File: src/uart_status_pkg.sv
// Behaviour
// - Framing-error flag is set for a character without a valid stop bit, and in FIFO mode it shows the character at the head of the FIFO.
// - Parity-error flag (line status bit 2) is set for a character with wrong parity, and in FIFO mode it shows the head character.
// - Overrun flag (line status bit 1) is set when a new character completes while the receive FIFO is full.
// - On overrun the new character overwrites the shift register and is not written into the full FIFO.
// - Data-ready flag (line status bit 0) is high while the holding register or FIFO holds a character.
// - Framing, parity, overrun and data-ready flags reset to zero.
// - Modem status shows the current state of the control inputs in its upper four bits and four change indicators below.
// - A change indicator is set whenever its control input changes state.
// - Reading modem status clears all four change indicators.
// - FIFO-error flag (line status bit 7) is set while an errored character is in the FIFO data and cleared by a line status read.
//   Here it is set when an errored character is pushed, and the read clears it even while one is still held.
// - A carrier-detect change sets modem status bit 3 and raises the modem status interrupt.
// - Clear-to-send status is the complement of its input, or the request-to-send control bit in loop-back mode.
package uart_status_pkg;

    // =========================================================
    // Register map
    localparam logic [2:0] ADDR_RX_DATA = 3'h0;
    localparam logic [2:0] ADDR_LINE_STATUS = 3'h1;
    localparam logic [2:0] ADDR_MODEM_STATUS = 3'h2;
    localparam logic [2:0] ADDR_CONTROL = 3'h3;
    localparam logic [2:0] ADDR_IRQ_STATUS = 3'h4;
    localparam logic [2:0] ADDR_IRQ_CLEAR = 3'h5;
    localparam logic [2:0] ADDR_IRQ_ENABLE = 3'h6;

    // =========================================================
    // Control register fields
    localparam int CTL_DTR = 0;
    localparam int CTL_RTS = 1;
    localparam int CTL_OUT1 = 2;
    localparam int CTL_OUT2 = 3;
    localparam int CTL_LOOP = 4;
    localparam int CTL_FIFO_EN = 5;
    localparam logic [7:0] CONTROL_RESET = 8'h00;

    // =========================================================
    // Interrupt status fields
    localparam int IRQ_RX_READY = 0;
    localparam int IRQ_LINE_ERR = 1;
    localparam int IRQ_MODEM = 2;
    localparam logic [2:0] IRQ_RESET = 3'h0;

    // =========================================================
    // Receive FIFO
    localparam int RX_FIFO_DEPTH = 64;

    // =========================================================
    // Carriers
    typedef struct packed {
        logic brk;
        logic frame_err;
        logic parity_err;
        logic [7:0] data;
    } rx_char_t;

    // Bit order matches modem status 7:4 and 3:0
    typedef struct packed {
        logic carrier_detect;
        logic ring;
        logic data_set_ready;
        logic clear_to_send;
    } modem_lines_t;

endpackage

File: src/modem_change.sv
`timescale 1ns/1ps
module modem_change (
    // Clock and reset
    input wire logic sys_clk,
    input wire logic reset_n,
    // Current line state, active high
    input wire uart_status_pkg::modem_lines_t lines,
    // Modem status read strobe
    input wire logic clear,
    // Change indicators and new-change pulse
    output uart_status_pkg::modem_lines_t delta,
    output logic changed
);
    typedef struct packed {
        logic primed;
        uart_status_pkg::modem_lines_t prev;
        uart_status_pkg::modem_lines_t delta;
    } state_t;

    state_t q;
    state_t d;
    uart_status_pkg::modem_lines_t edge_seen;

    // No compare until prev holds a real sample, else reset fakes a change
    assign edge_seen = q.primed ? (lines ^ q.prev) : '0;
    assign delta = q.delta;
    assign changed = |edge_seen;

    always_comb begin
        d = q;
        d.primed = 1'b1;
        d.prev = lines;
        // A change in the read cycle survives the clear
        d.delta = (clear ? '0 : q.delta) | edge_seen;
    end

    always_ff @(posedge sys_clk) begin
        if (!reset_n) begin
            q <= '0;
        end else begin
            q <= d;
        end
    end
endmodule

File: src/rx_fifo.sv
`timescale 1ns/1ps
module rx_fifo #(
    parameter int WIDTH = 11,
    parameter int DEPTH = 64
) (
    // Clock and reset
    input wire logic sys_clk,
    input wire logic reset_n,
    // Control
    input wire logic flush,
    input wire logic one_deep,
    // Fill side
    input wire logic push,
    input wire logic [WIDTH-1:0] push_data,
    // Drain side
    input wire logic pop,
    output logic [WIDTH-1:0] head,
    output logic full,
    output logic empty
);
    localparam int AW = $clog2(DEPTH);
    localparam int CW = $clog2(DEPTH + 1);
    localparam logic [CW-1:0] CNT_ONE = CW'(1);
    localparam logic [CW-1:0] CNT_MAX = CW'(DEPTH);

    typedef struct packed {
        logic [DEPTH-1:0][WIDTH-1:0] mem;
        logic [AW-1:0] wr;
        logic [AW-1:0] rd;
        logic [CW-1:0] count;
    } state_t;

    state_t q;
    state_t d;
    logic do_push;
    logic do_pop;

    // Holding-register mode is the same storage limited to one entry
    assign full = one_deep ? (q.count >= CNT_ONE) : (q.count == CNT_MAX);
    assign empty = (q.count == '0);
    assign head = q.mem[q.rd];
    assign do_push = push && !full;
    assign do_pop = pop && !empty;

    always_comb begin
        d = q;
        if (do_push) begin
            d.mem[q.wr] = push_data;
            d.wr = (q.wr == AW'(DEPTH - 1)) ? '0 : q.wr + AW'(1);
        end
        if (do_pop) begin
            d.rd = (q.rd == AW'(DEPTH - 1)) ? '0 : q.rd + AW'(1);
        end
        d.count = q.count + CW'(do_push) - CW'(do_pop);
        if (flush) begin
            d.wr = '0;
            d.rd = '0;
            d.count = '0;
        end
    end

    always_ff @(posedge sys_clk) begin
        if (!reset_n) begin
            q <= '0;
        end else begin
            q <= d;
        end
    end
endmodule

File: src/uart_status_top.sv
// The implementer's own choices: the address map and strobed register access.
`timescale 1ns/1ps
module uart_status_top #(
    parameter int FIFO_DEPTH = uart_status_pkg::RX_FIFO_DEPTH
) (
    // Clock and reset
    input wire logic sys_clk,
    input wire logic reset_n,
    // Register port
    input wire logic [2:0] addr,
    input wire logic [7:0] wr_data,
    input wire logic wr_en,
    input wire logic rd_en,
    output logic [7:0] rd_data,
    // Receiver character hand-off
    input wire logic char_done,
    input wire uart_status_pkg::rx_char_t char_in,
    // Modem control inputs, active low
    input wire logic clear_to_send_input_n,
    input wire logic data_set_ready_input_n,
    input wire logic ring_indicator_input_n,
    input wire logic carrier_detect_input_n,
    // Modem control outputs, active low
    output logic request_to_send_n,
    output logic data_terminal_ready_n,
    output logic user_output_one_n,
    output logic user_output_two_n,
    // Interrupt
    output logic irq
);
    typedef struct packed {
        logic [7:0] rd_data;
        logic irq;
        logic [7:0] ctrl;
        logic [2:0] ev;
        logic [2:0] ev_en;
        logic overrun;
        logic fifo_err;
        uart_status_pkg::rx_char_t shifter;
        logic [3:0] pins_n;
    } state_t;

    state_t q;
    state_t d;

    // =========================================================
    // Submodule wiring
    uart_status_pkg::rx_char_t head;
    uart_status_pkg::modem_lines_t lines;
    uart_status_pkg::modem_lines_t delta;
    logic fifo_full;
    logic fifo_empty;
    logic fifo_flush;
    logic fifo_pop;
    logic modem_changed;
    logic rd_rx;
    logic rd_line;
    logic rd_modem;
    logic loop;
    logic push;
    logic overrun_now;
    logic char_bad;
    logic [7:0] line_status;

    assign loop = q.ctrl[uart_status_pkg::CTL_LOOP];
    assign rd_rx = rd_en && (addr == uart_status_pkg::ADDR_RX_DATA);
    assign rd_line = rd_en && (addr == uart_status_pkg::ADDR_LINE_STATUS);
    assign rd_modem = rd_en && (addr == uart_status_pkg::ADDR_MODEM_STATUS);
    assign fifo_pop = rd_rx;
    // Mode change empties the store, so no stale entry crosses modes
    assign fifo_flush = wr_en && (addr == uart_status_pkg::ADDR_CONTROL)
        && (wr_data[uart_status_pkg::CTL_FIFO_EN]
            != q.ctrl[uart_status_pkg::CTL_FIFO_EN]);
    assign push = char_done && !fifo_full && !fifo_flush;
    assign overrun_now = char_done && fifo_full && !fifo_flush;
    assign char_bad = char_in.parity_err || char_in.frame_err || char_in.brk;

    // Loop-back returns the control bits as the modem lines
    always_comb begin
        if (loop) begin
            lines.carrier_detect = q.ctrl[uart_status_pkg::CTL_OUT2];
            lines.ring = q.ctrl[uart_status_pkg::CTL_OUT1];
            lines.data_set_ready = q.ctrl[uart_status_pkg::CTL_DTR];
            lines.clear_to_send = q.ctrl[uart_status_pkg::CTL_RTS];
        end else begin
            lines.carrier_detect = ~carrier_detect_input_n;
            lines.ring = ~ring_indicator_input_n;
            lines.data_set_ready = ~data_set_ready_input_n;
            lines.clear_to_send = ~clear_to_send_input_n;
        end
    end

    rx_fifo #(
        .WIDTH($bits(uart_status_pkg::rx_char_t)),
        .DEPTH(FIFO_DEPTH)
    ) u_rx_fifo (
        .sys_clk(sys_clk),
        .reset_n(reset_n),
        .flush(fifo_flush),
        .one_deep(!q.ctrl[uart_status_pkg::CTL_FIFO_EN]),
        .push(push),
        .push_data(char_in),
        .pop(fifo_pop),
        .head(head),
        .full(fifo_full),
        .empty(fifo_empty)
    );

    modem_change u_modem_change (
        .sys_clk(sys_clk),
        .reset_n(reset_n),
        .lines(lines),
        .clear(rd_modem),
        .delta(delta),
        .changed(modem_changed)
    );

    // =========================================================
    // Line status image
    // Head flags read zero when nothing is held, never a stale entry
    always_comb begin
        line_status = 8'h00;
        line_status[0] = !fifo_empty;
        line_status[1] = q.overrun;
        line_status[2] = !fifo_empty && head.parity_err;
        line_status[3] = !fifo_empty && head.frame_err;
        line_status[4] = !fifo_empty && head.brk;
        line_status[7] = q.fifo_err;
    end

    // =========================================================
    // Next state
    always_comb begin
        d = q;
        // Shifter always takes the newest character, even on overrun
        if (char_done) begin
            d.shifter = char_in;
        end

        if (rd_line) begin
            d.overrun = 1'b0;
            d.fifo_err = 1'b0;
        end
        if (overrun_now) begin
            d.overrun = 1'b1;
        end
        if (push && char_bad) begin
            d.fifo_err = 1'b1;
        end

        if (rd_en) begin
            case (addr)
                uart_status_pkg::ADDR_RX_DATA: d.rd_data = head.data;
                uart_status_pkg::ADDR_LINE_STATUS: d.rd_data = line_status;
                uart_status_pkg::ADDR_MODEM_STATUS:
                    d.rd_data = {lines, delta};
                uart_status_pkg::ADDR_CONTROL: d.rd_data = q.ctrl;
                uart_status_pkg::ADDR_IRQ_STATUS: d.rd_data = {5'h00, q.ev};
                uart_status_pkg::ADDR_IRQ_ENABLE:
                    d.rd_data = {5'h00, q.ev_en};
                default: d.rd_data = 8'h00;
            endcase
        end

        if (wr_en) begin
            case (addr)
                uart_status_pkg::ADDR_CONTROL: d.ctrl = {2'h0, wr_data[5:0]};
                uart_status_pkg::ADDR_IRQ_CLEAR: d.ev = q.ev & ~wr_data[2:0];
                uart_status_pkg::ADDR_IRQ_ENABLE: d.ev_en = wr_data[2:0];
                default: d.ev = d.ev;
            endcase
        end

        // Events set after the clear so a same-cycle event is kept
        if (push) begin
            d.ev[uart_status_pkg::IRQ_RX_READY] = 1'b1;
        end
        if (overrun_now || (push && char_bad)) begin
            d.ev[uart_status_pkg::IRQ_LINE_ERR] = 1'b1;
        end
        if (modem_changed) begin
            d.ev[uart_status_pkg::IRQ_MODEM] = 1'b1;
        end
        d.irq = |(d.ev & d.ev_en);

        // Pins idle while looped back so the far end sees nothing
        d.pins_n[0] = ~(d.ctrl[uart_status_pkg::CTL_RTS]
            & ~d.ctrl[uart_status_pkg::CTL_LOOP]);
        d.pins_n[1] = ~(d.ctrl[uart_status_pkg::CTL_DTR]
            & ~d.ctrl[uart_status_pkg::CTL_LOOP]);
        d.pins_n[2] = ~(d.ctrl[uart_status_pkg::CTL_OUT1]
            & ~d.ctrl[uart_status_pkg::CTL_LOOP]);
        d.pins_n[3] = ~(d.ctrl[uart_status_pkg::CTL_OUT2]
            & ~d.ctrl[uart_status_pkg::CTL_LOOP]);
    end

    always_ff @(posedge sys_clk) begin
        if (!reset_n) begin
            q <= '0;
            q.ctrl <= uart_status_pkg::CONTROL_RESET;
            q.ev <= uart_status_pkg::IRQ_RESET;
            q.ev_en <= uart_status_pkg::IRQ_RESET;
            q.pins_n <= 4'hf;
        end else begin
            q <= d;
        end
    end

    assign rd_data = q.rd_data;
    assign irq = q.irq;
    assign request_to_send_n = q.pins_n[0];
    assign data_terminal_ready_n = q.pins_n[1];
    assign user_output_one_n = q.pins_n[2];
    assign user_output_two_n = q.pins_n[3];
endmodule
File: config.mk
export PLATFORM = sky130hd
export DESIGN_NAME = uart_status_top
export DESIGN_NICKNAME = d
export VERILOG_FILES = /design/src/uart_status_pkg.sv /design/src/modem_change.sv /design/src/rx_fifo.sv /design/src/uart_status_top.sv
export SDC_FILE = /design/constraint.sdc
export NUM_CORES = 2
export LEC_CHECK = 0
export CORE_ASPECT_RATIO = 0.7
export CORE_MARGIN = 3
export CORE_UTILIZATION = 41
export CTS_CLUSTER_SIZE = 14
export DETAILED_ROUTE_END_ITERATION = 10
export DONT_BUFFER_PORTS = 1
export PLACE_DENSITY = 0.62
export SLEW_MARGIN = 30
export SYNTH_ARGS = -nofsm -noshare
export SYNTH_HDL_FRONTEND = slang
export SYNTH_HIERARCHICAL = 1
export SYNTH_SLANG_ARGS = --single-unit
export TNS_END_PERCENT = 5
File: constraint.sdc
create_clock -name sys_clk -period 5.9 [get_ports sys_clk]
set_clock_uncertainty 0.15 [all_clocks]
set_input_delay 0.885 -clock sys_clk [delete_from_list [all_inputs] [get_ports sys_clk]]
set_output_delay 0.885 -clock sys_clk [all_outputs]
set_load 0.01 [all_outputs]
==> impl_metrics.json <==
{
  "route.detailed.drc": 0,
  "hp-start": "wr_data[3]",
  "slew_headroom_pct": -85.0,
  "drive_above_1_share_pct": 11.3,
  "fmax_ghz": 0.206,
  "core_area_mm2": 0.0850,
  "synth-seq-cells": 759,
  "fin_area_mm2": 0.0385,
  "yosysTopAreaCellShare_pct": 42.9,
  "antenna_cells": 0,
  "overflow": 0,
  "rows": 89,
  "io_buffer_count": 0,
  "status": "finished, violations left",
  "ys_top_cells_by_area": "dfxtp_1 (43%), mux2i_1 (15%), mux4_2 (9.9%)",
  "start_kind": "flip-flop",
  "initial_core_util_pct": 41.7,
  "design.die.area_mm2": 0.0901,
  "r2r_slack_ns": 1.05,
  "p_leak_nw": 13.1,
  "num_io_pins": 44,
  "cts_max_level": 3,
  "grt_pass1_vias": 23200,
  "die_height_um": 252,
  "rsz0062_at_grt": "false",
  "r2r_start": "u_rx_fifo/q[1]",
  "synth_common_cells": "dfxtp_1 (759), mux2i_1 (546), nor2b_1 (464), nand2_1 (396), clkbuf_1 (177)",
  "synthCells": 3469,
  "first_iter_violations": 2722,
  "worst_slack_ns": 1.05,
  "violations": "slew limit",
  "min_period_over_period_pct": 82.1,
  "clkLatencyLatePin_ns": 0.63,
  "yosysMostFrequentCell": "dfxtp_1",
  "hold-path-endpoint": "q[26]",
  "yosys_warnings": 6,
  "drv_slew": 504,
  "grt_pass1_wl_mm": 151,
  "synth_top_area_cell": "dfxtp_1",
  "place_area_mm2": 0.0360,
  "post-place-ws_ns": 1.20,
  "holdPathStages": 2,
  "synth_compound_area_share_pct": 8.43,
  "area_growth_pct": 8.50,
  "synth_mux_area_share_pct": 25.4,
  "r2r-end": "u_rx_fifo/q[6]",
  "antenna_found_initial": 2,
  "postCtsHoldBufs": 0,
  "gp_congestion": 0.881,
  "cts_tree": "built",
  "hold_class": "in -> reg",
  "fin_tns_setup_ns": 0,
  "critPathKind": "reg -> reg",
  "timing.hold.ws_ns": 0.236,
  "cts_resized": 0,
  "yosys.area_share.simple_pct": 17.4,
  "cts_sinks": 759,
  "worstMarginPinSlew_ns": 2.78,
  "synth_top_family_by_area": "multiplexers",
  "die_w_um": 357,
  "path_clk_slew_ns": 0.06,
  "clockBufferDepth": 3,
  "powerDensity_mw_per_mm2": 293,
  "drt-total-wl_mm": 99.4,
  "synthFlopType": "dfxtp_1",
  "synthArstFlopShare_pct": 0,
  "synth_xor_xnor_area_share_pct": 0.371,
  "synthAdderAreaFrac_pct": 0.657,
  "postSynthAreaPerCell_um2": 10.2,
  "nNetsFinal": 3313,
  "synth.yosys.seq_area_share_pct": 42.9,
  "peakVddDrop_mv": 0.191,
  "vias": 24900,
  "cap_violations": 0,
  "synth_nets": 3518,
  "cts_made_buffers": 74,
  "hpwl_mm": 60.3,
  "cp_max_fo": 10,
  "synth_cell_types": 75,
  "crit_arrival_ns": 5.23,
  "fin_crit_ns": 4.85,
  "hold_viol": 0,
  "firstDrtPassIters": 5,
  "rr_worst_depth": 23,
  "setup_viol": 0,
  "postCtsSetupBuffers": 0,
  "required_ns": 6.29,
  "cts_root_buf": "clkbuf_16",
  "grt.total_usage_pct": 21.6,
  "grt_max_degree": 738,
  "postRouteAntennaNets": 0,
  "routedWlPerCell_um": 22.3,
  "synth_edf_count": 0,
  "synth_area_mm2": 0.0354,
  "viasPerCell": 5.59,
  "cp-end-kind": "flip-flop"
}
sequential cells by signal, summed over array words and instances (netlist names):
name,count
q,11
user_output_one_n,1
u_modem_change/q,5
data_terminal_ready_n,1
rd_data,8
u_rx_fifo/q,723
line_status,2
u_modem_change/delta,4
loop,1
request_to_send_n,1
user_output_two_n,1
irq,1
per-stage QoR:
step | util [%] | cells | total power, mW
floorplan | - | 3469 | 6.13
global placement | 42.3 | 4316 | 6.38
detailed placement | 42.3 | 4325 | 6.39
CTS | 45.3 | 4452 | 11.3
global route | 45.3 | 4452 | 11.6
finish | 45.3 | 4452 | 11.3
cell families after synthesis:
family	count (synthesis)
fa+ha+maj	18
mux	705
compound gates	443
xor+xnor	15
simple gates	1160
flops	759
buf+inv	369
placed cells by master, fill, tap and decap left out, types with 8 or more instances in the layout:
master and n:
a21boi_0 168, a21boi_1 9, a21oi_1 40, a22o_1 12, a22oi_1 11, and2_1 11, and3_1 8, buf_4 56
clkbuf_1 20, clkbuf_16 80, clkbuf_8 16, dfxtp_1 754, ha_1 17, inv_1 23, mux2i_1 546, mux4_2 156
nand2_1 396, nand2b_1 15, nand3_1 129, nand3b_1 11, nand4_1 12, nor2_1 36, nor2b_1 464, nor3_1 17
nor3_2 8, nor3b_1 10, nor4_4 11, o211ai_1 9, o21ai_0 110, o21ai_1 8, o22ai_1 27, or3_1 9
xor2_1 9
critical path: stages, from the launching register on:
cell	delay [ns]
dfxtp_1	0.38
inv_1	0.12
ha_1	0.21
a21boi_0	0.18
o21ai_1	0.18
a22oi_1	0.19
buf_4	0.29
o21ai_0	0.25
inv_1	0.15
o211ai_2	0.14
inv_1	0.12
o21ai_1	0.15
a221oi_4	0.23
inv_1	0.13
ha_1	0.30
inv_1	0.04
ha_1	0.20
fa_1	0.43
nand2b_1	0.12
a21oi_1	0.11
o21bai_1	0.14
a21oi_1	0.09
or3_1	0.30
a21oi_1	0.15
layer usage:
metal | up-vias | part of all wire (%) | global-route usage [%] | wire, µm
met2 | 772 | 41 | 30.3 | 41000
met1 | 12300 | 50 | 34.1 | 49400
met5 | - | 0 | 0 | 0
met4 | 0 | 1.8 | 4.64 | 1820
met3 | 129 | 7.2 | 4.10 | 7180
li1 | 11700 | - | - | -
area by class of cell:
| type | instances | area, µm² |
|---|---|---|
| clock inverters | 11 | 188 |
| inverters | 26 | 97.6 |
| flip-flops and latches | 759 | 15200 |
| well taps | 1137 | 1420 |
| clock buffers | 116 | 2300 |
| multi-input cells | 2341 | 18700 |
| repair buffers | 62 | 532 |
| fillers | 7971 | 46500 |
where the power goes:
part           switching, mW  internal, mW  total (mW)
logic                  0.712         0.389        1.10
registers             0.0470          5.18        5.23
clock network           2.05          2.89        4.94
total                   2.81          8.46        11.3
worst max-delay path by stage:
stage                        start                to  slack, ns  cells past startpoint
finish              u_rx_fifo/q[1]    u_rx_fifo/q[6]       1.05                     23
global route        u_rx_fifo/q[1]    u_rx_fifo/q[6]       0.77                     23
CTS                 u_rx_fifo/q[1]    u_rx_fifo/q[6]       1.12                     23
detailed placement  u_rx_fifo/q[1]    u_rx_fifo/q[6]       1.20                     23
global placement    u_rx_fifo/q[1]  u_rx_fifo/q[657]       1.13                     15
floorplan           u_rx_fifo/q[1]    u_rx_fifo/q[6]       1.23                     24
Note: power is estimated with default switching activity, not from simulation.
